## config.mk

```make
export PLATFORM = sky130hd
export DESIGN_NAME = olt_engine
export DESIGN_NICKNAME = d
export VERILOG_FILES = /design/src/verilog/olt_pkg.sv /design/src/verilog/olt_engine.sv /design/src/verilog/olt_sat_cnt.sv /design/src/verilog/olt_skid_buf.sv
export VERILOG_INCLUDE_DIRS = /design/src /design/src/verilog
export SDC_FILE = /design/constraint.sdc
export NUM_CORES = 1
export LEC_CHECK = 0
export BUFFER_PORTS_ARGS = -buffer_cell sky130_fd_sc_hd__buf_2
export CAP_MARGIN = 10
export CORE_MARGIN = 3
export CORE_UTILIZATION = 45
export CTS_CLUSTER_SIZE = 16
export DETAILED_ROUTE_END_ITERATION = 16
export PLACE_DENSITY_LB_ADDON = 0.3
export SLEW_MARGIN = 20
export SYNTH_ARGS = -nofsm -noshare
export SYNTH_HDL_FRONTEND = slang
export SYNTH_HIERARCHICAL = 1
export SYNTH_SLANG_ARGS = --single-unit
export TNS_END_PERCENT = 100
```

## constraint.sdc

```tcl
create_clock -name clk_sys -period 7.82 [get_ports clk_sys]
set_input_delay 0 -clock clk_sys [delete_from_list [all_inputs] [get_ports clk_sys]]
set_output_delay 0 -clock clk_sys [all_outputs]
set_load 0.005 [all_outputs]
```

## src/verilog/olt_consts.svh

```systemverilog
// Offsets, field positions, reset values and timing for the loop-back engine.
`ifndef OLT_CONSTS_SVH
`define OLT_CONSTS_SVH

`define OLT_ADDR_LOOP_COUNT    8'h44
`define OLT_ADDR_PATTERN       8'h45
`define OLT_ADDR_CRC_ERR       8'h46
`define OLT_ADDR_TIMEOUT       8'h47
`define OLT_ADDR_GOOD          8'h48
`define OLT_ADDR_STATUS        8'h49
`define OLT_ADDR_MNT_TX        8'h4D
`define OLT_ADDR_MNT_RX        8'h4E

`define OLT_LOOP_COUNT_RST     8'h07
`define OLT_LOOP_COUNT_MAX     8'h64
`define OLT_PATTERN_RST        8'h00
// Hardware version code shown in status bits 7:6; the value is arbitrary.
`define OLT_HW_VERSION         2'b10

`define OLT_PAT_UC64_55        8'h00
`define OLT_PAT_UC1518_55      8'h01
`define OLT_PAT_BC64_55        8'h02
`define OLT_PAT_BC1518_55      8'h04
`define OLT_PAT_UC64_0F        8'h08
`define OLT_PAT_UC1518_0F      8'h10
`define OLT_PAT_BC64_0F        8'h20
`define OLT_PAT_BC1518_0F      8'h40
`define OLT_PAT_BC1518_FF      8'h80

`define OLT_ST_VERSION_HI      7
`define OLT_ST_VERSION_LO      6
`define OLT_ST_MODEL_HI        5
`define OLT_ST_MODEL_LO        4
`define OLT_ST_STOP_IND        3
`define OLT_ST_LONG_LOOP       2
`define OLT_ST_REPLY_WAIT      1
`define OLT_ST_LINK_DOWN       0

`define OLT_TYPE_LEN           16'h0800
`define OLT_LEN_SHORT          11'h03C
`define OLT_LEN_LONG           11'h5EA
`define OLT_HDR_LEN            11'h00E

`define OLT_CLK_PERIOD_NS      10
`define OLT_REPLY_WAIT_US      1000
`define OLT_REPLY_WAIT_CYC     ((`OLT_REPLY_WAIT_US * 1000) / `OLT_CLK_PERIOD_NS)

`endif

```

## src/verilog/olt_pkg.sv

```systemverilog
// Types shared by the loop-back engine files.
package olt_pkg;

  typedef enum logic [1:0] {
    OLT_IDLE = 2'b00,
    OLT_SEND = 2'b01,
    OLT_WAIT = 2'b10
  } olt_state_t;

endpackage : olt_pkg

```

## src/verilog/olt_engine.sv

```systemverilog
// Loop-back test engine: registers, frame generator and result counters.
//
// Behaviour
// - Zero loop count write clears maintenance and center result counters.
// - On center, writing N from 1 to 100 sends exactly N frames.
// - Loop count resets to seven.
// - Codes 00,01,02,04 pick 55AA frames: 64/1518 unicast/broadcast.
// - Codes 08,10,20,40 pick 0F0F frames: 64/1518 unicast/broadcast.
// - Code 80 gives 1518-byte broadcast FF00 frames; others give 64-byte unicast 55AA frames.
// - Unicast DA is station address with last byte plus one, rising per frame.
// - SA is the station address unchanged; type field is 0x0800.
// - Patterns, frame generation and result counters work only on center.
// - Eight-bit counter counts returned frames with CRC errors.
// - Eight-bit counter counts frames not returned in time.
// - Eight-bit counter counts frames returned good.
// - Status bits 5:4 hold a writable model field.
// - Status bit 3 sets on loop-stop indication, clears when read.
// - Status bit 2 sets on long-loop timer expiry, clears when read.
// - Status bit 1 sets on reply-wait expiry, clears when read.
// - Status bit 0 reads one while the fibre link is down.
// - Status bits 7:6 show a read-only hardware version.
// - Valid-transmit counter counts each valid maintenance frame sent.
// - Receive counter needs good CRC, valid opcode and valid direction.
`timescale 1ns/1ps
`include "olt_consts.svh"
module olt_engine import olt_pkg::*; #(
  parameter int REPLY_WAIT_CYC = `OLT_REPLY_WAIT_CYC  // Reply wait in cycles.
) (
  input  wire logic        clk_sys,           // System clock, 100 MHz.
  input  wire logic        rst,               // Synchronous reset.
  input  wire logic        ce,                // Clock enable.
  input  wire logic        center_side,       // Converter is center side.
  input  wire logic [47:0] station_addr,      // Station MAC address.
  input  wire logic [7:0]  reg_addr,          // Register address.
  input  wire logic        reg_wr_en,         // Register write strobe.
  input  wire logic [7:0]  reg_wdata,         // Register write data.
  input  wire logic        reg_rd_en,         // Register read strobe.
  output logic      [7:0]  reg_rdata,         // Read data, one cycle later.
  output logic             tx_valid,          // Frame byte valid.
  input  wire logic        tx_ready,          // Link takes byte.
  output logic      [7:0]  tx_data,           // Frame byte.
  output logic             tx_last,           // Last byte of frame.
  input  wire logic        ret_good,          // Loop frame returned good.
  input  wire logic        ret_crc_err,       // Loop frame returned bad CRC.
  input  wire logic        mnt_tx_sent,       // Maintenance frame sent.
  input  wire logic        mnt_rx_crc_ok,     // Received frame CRC good.
  input  wire logic        mnt_rx_op_ok,      // Received opcode valid.
  input  wire logic        mnt_rx_dir_ok,     // Received direction valid.
  input  wire logic        mnt_rx_done,       // Maintenance frame received.
  input  wire logic        loop_stop_ind,     // Loop-mode-stop frame seen.
  input  wire logic        long_loop_timer,   // Long-loop timer expired.
  input  wire logic        reply_wait_timer,  // Reply-wait timer expired.
  input  wire logic        fibre_link_down,   // Fibre port has no link.
  output logic             loop_busy          // Burst in progress.
);

  // ****************************************************************
  // Register decode
  // ****************************************************************
  logic [7:0] loop_count_field_r;
  logic [7:0] pattern_select_field_r;
  logic [1:0] model_r;
  logic [3:1] flag_r;
  logic       start_pend_r;

  wire wr_cnt    = ce && reg_wr_en && (reg_addr == `OLT_ADDR_LOOP_COUNT);
  wire wr_pat    = ce && reg_wr_en && (reg_addr == `OLT_ADDR_PATTERN);
  wire wr_status = ce && reg_wr_en && (reg_addr == `OLT_ADDR_STATUS);
  wire rd_status = ce && reg_rd_en && (reg_addr == `OLT_ADDR_STATUS);
  wire cnt_zero  = (reg_wdata == 8'h00);
  wire clr_all   = wr_cnt && cnt_zero;
  wire clr_res   = clr_all && center_side;
  wire start_req = wr_cnt && !cnt_zero && center_side;

  // Hardware events win over the clearing read in the same cycle.
  wire [3:1] flag_set = {loop_stop_ind, long_loop_timer, reply_wait_timer};
  wire [3:1] flag_nxt = flag_set | (rd_status ? 3'b000 : flag_r);

  always_ff @(posedge clk_sys) begin
    if (rst) begin
      loop_count_field_r     <= `OLT_LOOP_COUNT_RST;
      pattern_select_field_r <= `OLT_PATTERN_RST;
      model_r                <= 2'b00;
      flag_r                 <= 3'b000;
    end else if (ce) begin
      if (wr_cnt) begin
        loop_count_field_r <= reg_wdata;
      end
      if (wr_pat) begin
        pattern_select_field_r <= reg_wdata;
      end
      if (wr_status) begin
        model_r <= reg_wdata[`OLT_ST_MODEL_HI:`OLT_ST_MODEL_LO];
      end
      flag_r <= flag_nxt;
    end
  end

  // ****************************************************************
  // Counters
  // ****************************************************************
  logic [7:0] crc_cnt;
  logic [7:0] to_cnt;
  logic [7:0] good_cnt;
  logic [7:0] mtx_cnt;
  logic [7:0] mrx_cnt;
  logic       timeout_hit;

  wire inc_crc  = center_side && ret_crc_err;
  wire inc_good = center_side && ret_good;
  wire inc_mrx  = mnt_rx_done && mnt_rx_crc_ok
                  && mnt_rx_op_ok && mnt_rx_dir_ok;

  olt_sat_cnt u_crc_cnt (.clk_sys(clk_sys), .rst(rst), .ce(ce),
    .clr(clr_res), .inc(inc_crc), .cnt_r(crc_cnt));

  olt_sat_cnt u_to_cnt (.clk_sys(clk_sys), .rst(rst), .ce(ce),
    .clr(clr_res), .inc(timeout_hit), .cnt_r(to_cnt));

  olt_sat_cnt u_good_cnt (.clk_sys(clk_sys), .rst(rst), .ce(ce),
    .clr(clr_res), .inc(inc_good), .cnt_r(good_cnt));

  olt_sat_cnt u_mtx_cnt (.clk_sys(clk_sys), .rst(rst), .ce(ce),
    .clr(clr_all), .inc(mnt_tx_sent), .cnt_r(mtx_cnt));

  olt_sat_cnt u_mrx_cnt (.clk_sys(clk_sys), .rst(rst), .ce(ce),
    .clr(clr_all), .inc(inc_mrx), .cnt_r(mrx_cnt));

  // ****************************************************************
  // Read data
  // ****************************************************************
  wire [7:0] status_val = {`OLT_HW_VERSION, model_r, flag_r,
                           fibre_link_down};
  logic [7:0] rdata_nxt;

  always_comb begin
    case (reg_addr)
      `OLT_ADDR_LOOP_COUNT: rdata_nxt = loop_count_field_r;
      `OLT_ADDR_PATTERN:    rdata_nxt = pattern_select_field_r;
      `OLT_ADDR_CRC_ERR:    rdata_nxt = crc_cnt;
      `OLT_ADDR_TIMEOUT:    rdata_nxt = to_cnt;
      `OLT_ADDR_GOOD:       rdata_nxt = good_cnt;
      `OLT_ADDR_STATUS:     rdata_nxt = status_val;
      `OLT_ADDR_MNT_TX:     rdata_nxt = mtx_cnt;
      `OLT_ADDR_MNT_RX:     rdata_nxt = mrx_cnt;
      default:              rdata_nxt = 8'h00;
    endcase
  end

  always_ff @(posedge clk_sys) begin
    if (rst) begin
      reg_rdata <= 8'h00;
    end else if (ce && reg_rd_en) begin
      reg_rdata <= rdata_nxt;
    end
  end

  // ****************************************************************
  // Frame generator
  // ****************************************************************
  olt_state_t state_r;
  logic [7:0]  frames_left_r;
  logic [7:0]  da_step_r;
  logic [10:0] idx_r;
  logic [7:0]  pat_r;
  logic [31:0] wait_r;
  logic        gen_ready;

  // Unlisted codes fall back to the short unicast 55AA frame.
  wire pat_long  = (pat_r == `OLT_PAT_UC1518_55) ||
                   (pat_r == `OLT_PAT_BC1518_55) ||
                   (pat_r == `OLT_PAT_UC1518_0F) ||
                   (pat_r == `OLT_PAT_BC1518_0F) ||
                   (pat_r == `OLT_PAT_BC1518_FF);
  wire pat_bcast = (pat_r == `OLT_PAT_BC64_55)   ||
                   (pat_r == `OLT_PAT_BC1518_55) ||
                   (pat_r == `OLT_PAT_BC64_0F)   ||
                   (pat_r == `OLT_PAT_BC1518_0F) ||
                   (pat_r == `OLT_PAT_BC1518_FF);
  wire pat_0f    = (pat_r == `OLT_PAT_UC64_0F)   ||
                   (pat_r == `OLT_PAT_UC1518_0F) ||
                   (pat_r == `OLT_PAT_BC64_0F)   ||
                   (pat_r == `OLT_PAT_BC1518_0F);
  wire pat_ff    = (pat_r == `OLT_PAT_BC1518_FF);

  // Frame length excludes the FCS, which the MAC appends.
  wire [10:0] frame_len = pat_long ? `OLT_LEN_LONG : `OLT_LEN_SHORT;
  wire        last_byte = (idx_r == frame_len - 11'd1);
  wire [7:0]  da_last   = station_addr[7:0] + da_step_r;
  wire [47:0] da_val    = pat_bcast ? 48'hFFFF_FFFF_FFFF :
                          {station_addr[47:8], da_last};
  wire        odd_pos   = idx_r[0];
  wire [7:0]  pay_byte  = pat_ff ? (odd_pos ? 8'h00 : 8'hFF) :
                          pat_0f ? 8'h0F :
                          (odd_pos ? 8'hAA : 8'h55);
  logic [7:0] gen_byte;

  always_comb begin
    if (idx_r < 11'd6) begin
      gen_byte = da_val[8'd47 - {idx_r[2:0], 3'b000} -: 8];
    end else if (idx_r < 11'd12) begin
      gen_byte = station_addr[8'd95 - {idx_r[3:0], 3'b000} -: 8];
    end else if (idx_r == 11'd12) begin
      gen_byte = 8'(`OLT_TYPE_LEN >> 8);
    end else if (idx_r == 11'd13) begin
      gen_byte = 8'(`OLT_TYPE_LEN & 16'h00FF);
    end else begin
      gen_byte = pay_byte;
    end
  end

  wire gen_valid = (state_r == OLT_SEND);
  wire gen_push  = ce && gen_valid && gen_ready;
  wire ret_any   = ret_good || ret_crc_err;
  wire wait_out  = (wait_r == 32'd0);
  assign timeout_hit = (state_r == OLT_WAIT) && !ret_any && wait_out;
  assign loop_busy   = (state_r != OLT_IDLE);

  always_ff @(posedge clk_sys) begin
    if (rst) begin
      state_r       <= OLT_IDLE;
      frames_left_r <= 8'h00;
      da_step_r     <= 8'h00;
      idx_r         <= 11'd0;
      pat_r         <= `OLT_PATTERN_RST;
      wait_r        <= 32'd0;
      start_pend_r  <= 1'b0;
    end else if (ce) begin
      if (start_req && state_r != OLT_IDLE) begin
        start_pend_r <= 1'b1;
      end
      case (state_r)
        OLT_IDLE: begin
          if ((start_req || start_pend_r) && center_side) begin
            state_r       <= OLT_SEND;
            frames_left_r <= start_req ? reg_wdata
                                       : loop_count_field_r;
            pat_r         <= pattern_select_field_r;
            da_step_r     <= 8'h01;
            idx_r         <= 11'd0;
            start_pend_r  <= 1'b0;
          end
        end
        OLT_SEND: begin
          if (gen_push) begin
            idx_r <= idx_r + 11'd1;
            if (last_byte) begin
              state_r <= OLT_WAIT;
              wait_r  <= 32'(REPLY_WAIT_CYC - 1);
            end
          end
        end
        OLT_WAIT: begin
          wait_r <= wait_r - 32'd1;
          if (ret_any || wait_out) begin
            frames_left_r <= frames_left_r - 8'h01;
            da_step_r     <= da_step_r + 8'h01;
            idx_r         <= 11'd0;
            state_r       <= (frames_left_r == 8'h01) ? OLT_IDLE
                                                       : OLT_SEND;
          end
        end
        default: begin
          state_r <= OLT_IDLE;
        end
      endcase
    end
  end

  // ****************************************************************
  // Output buffer
  // ****************************************************************
  // The buffer lets a receiver stall without losing the byte in flight.
  logic [8:0] buf_out;

  olt_skid_buf u_buf (
    .clk_sys   (clk_sys),
    .rst       (rst),
    .ce        (ce),
    .in_valid  (gen_valid),
    .in_ready  (gen_ready),
    .in_data   ({last_byte, gen_byte}),
    .out_valid (tx_valid),
    .out_ready (tx_ready),
    .out_data  (buf_out)
  );

  assign tx_data = buf_out[7:0];
  assign tx_last = buf_out[8];

  // ****************************************************************
  // Checks
  // ****************************************************************
  property p_rst_count;
    @(posedge clk_sys) $past(rst) |-> (loop_count_field_r == 8'h07);
  endproperty
  a_rst_count: assert property (p_rst_count)
    else $error("Loop count not seven after reset.");

  property p_clear;
    @(posedge clk_sys) disable iff (rst)
      clr_all |=> (mtx_cnt == 8'h00 && mrx_cnt == 8'h00);
  endproperty
  a_clear: assert property (p_clear)
    else $error("Maintenance counters not cleared.");

  property p_terminal_idle;
    @(posedge clk_sys) disable iff (rst)
      (!center_side && state_r == OLT_IDLE && !start_pend_r)
        |=> (state_r == OLT_IDLE);
  endproperty
  a_terminal_idle: assert property (p_terminal_idle)
    else $error("Burst started on terminal side.");

  property p_start;
    @(posedge clk_sys) disable iff (rst)
      (start_req && state_r == OLT_IDLE)
        |=> (state_r == OLT_SEND && frames_left_r == $past(reg_wdata));
  endproperty
  a_start: assert property (p_start)
    else $error("Burst did not start with the written count.");

  property p_sa;
    @(posedge clk_sys) disable iff (rst)
      (gen_valid && idx_r == 11'd11) |-> (gen_byte == station_addr[7:0]);
  endproperty
  a_sa: assert property (p_sa)
    else $error("Source address last byte wrong.");

  property p_flag_set;
    @(posedge clk_sys) disable iff (rst)
      (ce && loop_stop_ind) |=> flag_r[3];
  endproperty
  a_flag_set: assert property (p_flag_set)
    else $error("Stop indication flag lost.");

  property p_flag_clr;
    @(posedge clk_sys) disable iff (rst)
      (rd_status && !long_loop_timer) |=> !flag_r[2];
  endproperty
  a_flag_clr: assert property (p_flag_clr)
    else $error("Long-loop flag not cleared by read.");

  property p_reply_flag;
    @(posedge clk_sys) disable iff (rst)
      (ce && reply_wait_timer) |=> flag_r[1] && status_val[1];
  endproperty
  a_reply_flag: assert property (p_reply_flag)
    else $error("Reply-wait flag not set.");

  property p_link;
    @(posedge clk_sys) disable iff (rst)
      (ce && reg_rd_en && reg_addr == `OLT_ADDR_STATUS)
        |=> (reg_rdata[0] == $past(fibre_link_down));
  endproperty
  a_link: assert property (p_link)
    else $error("Link-down bit wrong.");

endmodule : olt_engine

```

## src/verilog/olt_sat_cnt.sv

```systemverilog
// Eight-bit saturating event counter with synchronous clear.
`timescale 1ns/1ps
module olt_sat_cnt (
  input  wire logic       clk_sys,  // System clock.
  input  wire logic       rst,      // Synchronous reset, active high.
  input  wire logic       ce,       // Clock enable.
  input  wire logic       clr,      // Clear to zero, wins over inc.
  input  wire logic       inc,      // Count one event.
  output logic      [7:0] cnt_r     // Current count.
);

  wire at_max = (cnt_r == 8'hFF);
  wire [7:0] cnt_nxt = clr ? 8'h00 :
                       (inc && !at_max) ? cnt_r + 8'h01 : cnt_r;

  always_ff @(posedge clk_sys) begin
    if (rst) begin
      cnt_r <= 8'h00;
    end else if (ce) begin
      cnt_r <= cnt_nxt;
    end
  end

  property p_sat_hold;
    @(posedge clk_sys) disable iff (rst)
      (ce && at_max && !clr) |=> (cnt_r == 8'hFF);
  endproperty
  a_sat_hold: assert property (p_sat_hold)
    else $error("Counter left 255 without a clear.");

endmodule : olt_sat_cnt

```

## src/verilog/olt_skid_buf.sv

```systemverilog
// Two-entry buffer with valid and ready on both sides.
`timescale 1ns/1ps
module olt_skid_buf (
  input  wire logic       clk_sys,   // System clock.
  input  wire logic       rst,       // Synchronous reset, active high.
  input  wire logic       ce,        // Clock enable.
  input  wire logic       in_valid,  // Word offered.
  output logic            in_ready,  // Room for a word.
  input  wire logic [8:0] in_data,   // Byte plus last flag.
  output logic            out_valid, // Word available.
  input  wire logic       out_ready, // Receiver takes word.
  output logic      [8:0] out_data   // Head word.
);

  logic [8:0] mem_r [0:1];
  logic       wr_ptr_r;
  logic       rd_ptr_r;
  logic [1:0] fill_r;

  wire push = ce && in_valid && in_ready;
  wire pop  = ce && out_valid && out_ready;

  assign in_ready  = (fill_r != 2'd2);
  assign out_valid = (fill_r != 2'd0);
  assign out_data  = mem_r[rd_ptr_r];

  always_ff @(posedge clk_sys) begin
    if (push) begin
      mem_r[wr_ptr_r] <= in_data;
    end
  end

  always_ff @(posedge clk_sys) begin
    if (rst) begin
      wr_ptr_r <= 1'b0;
      rd_ptr_r <= 1'b0;
      fill_r   <= 2'd0;
    end else begin
      wr_ptr_r <= wr_ptr_r ^ push;
      rd_ptr_r <= rd_ptr_r ^ pop;
      fill_r   <= fill_r + {1'b0, push} - {1'b0, pop};
    end
  end

  property p_no_overflow;
    @(posedge clk_sys) disable iff (rst)
      (fill_r == 2'd2 && !pop) |=> (fill_r == 2'd2);
  endproperty
  a_no_overflow: assert property (p_no_overflow)
    else $error("Full buffer lost a word.");

endmodule : olt_skid_buf

```

==> impl_metrics.env <==
export IMPL_fin_area_um2=11730
export IMPL_die_area_um2=24440
export IMPL_end_kind="flop"
export IMPL_crit_chain="buf_2 > or4b_1 > or4_1 > nor2_2 > and2_1 > nor2b_1 > a31oi_1 > a21oi_1 > o21a_1"
export IMPL_muxShareOfSynthArea_pct=9.509
export IMPL_place_area_um2=10870
export IMPL_wl_um=28040
export IMPL_synth_fa_ha_area_share_pct=3.026
export IMPL_combPwrFrac_pct=23.7
export IMPL_clockBufferDepth=2
export IMPL_p_seq_share_pct=38.5
export IMPL_pre_cts_slack_ns=3.723
export IMPL_worst_ep_arrival_time_ns=3.72
export IMPL_rsz0062_at_grt="false"
export IMPL_dp_hpwl_um=19760
export IMPL_synth_ff_type="dfxtp_1"
export IMPL_min_delay_path_class="in -> reg"
export IMPL_core_area_um2=22030
export IMPL_cp_required_ns=8.15
export IMPL_post_cts_buffers=0
export IMPL_start_util_pct=46.18
export IMPL_ys_ff_latch=161
export IMPL_ys_async_sr_fraction_pct=0
export IMPL_finalMaxSlewViolations=0
export IMPL_clk_latency_ns=0.44
export IMPL_place_congestion=0.8893
export IMPL_cts_sinks=161
export IMPL_power_leakage_nw=4.394
export IMPL_synth_cell_types=86
export IMPL_first_global_vias=9012
export IMPL_synth_xor_area_share_pct=1.722
export IMPL_maxCapViolCount=0
export IMPL_peakVddDrop_uv=112.7
export IMPL_cts_made_buffers=17
export IMPL_final_setup_tns_ns=0
export IMPL_wl_per_cell_um=17.42
export IMPL_synth_compound_area_share_pct=21.75
export IMPL_setup_viol=0
export IMPL_internal_power_w=0.001594
export IMPL_die_y_um=156.3
export IMPL_status="complete, no violations"
export IMPL_dr_pass1_iters=7
export IMPL_fin_crit_ns=3.392
export IMPL_path_buf_inv=1
export IMPL_cts_root_buf="clkbuf_16"
export IMPL_remaining_drc_errors=0
export IMPL_synth_seq_area_share_pct=33.46
export IMPL_critPathKind="in -> reg"
export IMPL_num_rows=54
export IMPL_final_hold_violation_count=0
export IMPL_finClkSkew_ns=0.01108
export IMPL_synth_edff_count=18
export IMPL_vias_per_cell=6.077
export IMPL_swShare_pct=33.01
export IMPL_grt_pass1_wl_um=45630
export IMPL_switching_power_w=0.0007852
export IMPL_fmax_ghz=0.2949
export IMPL_ys_warn_count=6
export IMPL_syn_area_per_cell_um2=8.344
export IMPL_gr_total_overflow=0
export IMPL_regMostFlops="wait_r"
export IMPL_drt_first_iter_violations=869
export IMPL_synthesis_nets=1325
export IMPL_clkTransAtPathRegs_ns=0.08
export IMPL_power_density_nw_per_um2=202.8
export IMPL_num_vias=9784
export IMPL_area_growth_pct=15.32
export IMPL_largest_register_ffs=32
export IMPL_p_clk_share_pct=37.8
export IMPL_tightestPinTransition_ns=1.015
export IMPL_final_cell_mix="dfxtp_1 (143), nor2_1 (121), nand2_1 (110), buf_2 (99), a21oi_1 (92)"
export IMPL_crit_path_max_fanout=30
export IMPL_layout_drive_gt1_share_pct=16.94
export IMPL_mostFrequentLayoutCell="dfxtp_1"
export IMPL_top_regs="wait_r (32), u_buf/mem_r (18), idx_r (11)"
export IMPL_grt_max_degree=53
export IMPL_slowest_delay_ns=0.85
export IMPL_slowest_stage="and2_1"
export IMPL_critPathLaunchType="input port"
export IMPL_final_nets=1421
export IMPL_io_pins=101
export IMPL_p_total_w=0.002379
export IMPL_synth_top_family_by_area="simple AND/OR/NAND/NOR gates"
export IMPL_antenna_found_initial=1
export IMPL_slew_headroom_pct=32.22
export IMPL_layout_setup_ws_ns=4.428
export IMPL_die_x_um=156.3
export IMPL_cts_tree="done"
export IMPL_io_buffers=100
export IMPL_grt_total_usage_pct=22.58
export IMPL_htreeDepth=4
export IMPL_synth_area_um2=10170
export IMPL_syn_instance_count=1219
export IMPL_synthSimpleGateAreaFrac_pct=26.89
export IMPL_ant_nets=0
export IMPL_post_route_period_util_pct=43.37
export IMPL_cp_top_family="simple AND/OR/NAND/NOR gates"
==> Yosys cell counts (8+ instances only) <==
| library cell | count | area (um^2) |
|---|---|---|
| nand3_1 | 35 | 175.2 |
| nor4_1 | 22 | 137.6 |
| mux2i_1 | 40 | 400.4 |
| nand3b_1 | 15 | 112.6 |
| or4_1 | 10 | 75.07 |
| nand4_1 | 13 | 81.33 |
| or2_2 | 11 | 68.82 |
| and4_1 | 13 | 113.9 |
| nor2b_1 | 23 | 143.9 |
| inv_1 | 34 | 127.6 |
| or3_1 | 16 | 100.1 |
| mux2_2 | 17 | 191.4 |
| nor2_1 | 122 | 457.9 |
| a211oi_1 | 19 | 142.6 |
| a21oi_1 | 92 | 460.4 |
| dfxtp_1 | 143 | 2863 |
| edfxtp_1 | 18 | 540.5 |
| o21ai_0 | 63 | 315.3 |
| a31oi_1 | 38 | 237.7 |
| mux4_2 | 16 | 360.4 |
| and3_1 | 14 | 87.58 |
| clkbuf_1 | 43 | 161.4 |
| and2_1 | 10 | 62.56 |
| ha_1 | 23 | 287.8 |
| nand2b_1 | 23 | 143.9 |
| nand2_1 | 110 | 412.9 |
| nor3_1 | 33 | 165.2 |
| a22oi_1 | 16 | 120.1 |
| xor2_1 | 16 | 140.1 |
| a311oi_1 | 8 | 70.07 |
| o21a_1 | 14 | 105.1 |
==> layer usage <==
layer  track usage (%)  up-vias  part of all wire [%]  wire length [um]
met5                 0        -                     0                 0
met1             31.65     4603                    46             13020
li1                  -     4801                     -                 -
met3             4.259       39                   6.3              1766
met2             35.27      341                    45             12660
met4             7.211        0                   2.1               601
==> final cells by class <==
type	instances	area, um^2
diodes	2	5.005
repair buffers	132	798.3
flip-flops and latches	161	3403
clock inverters	15	201.4
fillers	2059	10300
well taps	280	350.3
multi-input cells	968	6414
inverters	35	131.4
clock buffers	17	425.4
==> worst paths after layout <==
kind | slack, ns | cells after the start | start | endpoint
worst min register to register | 0.45 | 1 | wait_r[17] | wait_r[17]
worst min-delay path | 0.03 | 5 | fibre_link_down | reg_rdata[0]
worst max register to register | 4.58 | 5 | idx_r[2] | u_buf/mem_r[0][4]
worst max-delay path | 4.43 | 9 | reg_addr[5] | u_crc_cnt/cnt_r[2]
==> worst register-to-register path, stage by stage (launching register included) <==
cell      delay [ns]
dfxtp_1         0.72
clkinv_1        0.44
ha_1            0.44
nor4_1          0.77
a21oi_1         0.14
a211oi_1        0.48
==> what timing repair did <==
action,in CTS,in global routing
gates resized for setup,0,0
hold buffers,22,0
endpoints found under the hold margin,41,0
==> cells by family (layout without fill, tap and decap cells) <==
group                    Yosys count  in the layout
AO/OA/AOI/OAI                    343            343
XOR/XNOR                          20             20
adder cells (fa/ha/maj)           24             24
buffers and inverters             90            199
flip-flops                       161            161
multiplexers                      74             74
other                              0              2
AND/OR/NAND/NOR                  507            507
==> through the flow <==
stage | util, % | instances | hold slack (ns)
floorplan | - | 1219 | 0.06669
global placement | 49.33 | 1554 | 0.2633
detailed placement | 49.33 | 1554 | 0.2756
finish | 53.25 | 1610 | 0.02981
global route | 53.24 | 1609 | 0.07262
CTS | 53.18 | 1608 | 0.002589
==> power by group through the flow <==
stage                     sequential (W)  combinational, W  clock, W
after floorplan                 0.000919          0.000406         0
after global placement          0.000933          0.000537         0
after detailed placement        0.000935          0.000543         0
after CTS                       0.000915          0.000560  0.000912
after global routing            0.000923          0.000630  0.000944
final                           0.000916          0.000564  0.000898
Note: power is estimated with default switching activity, not from simulation.
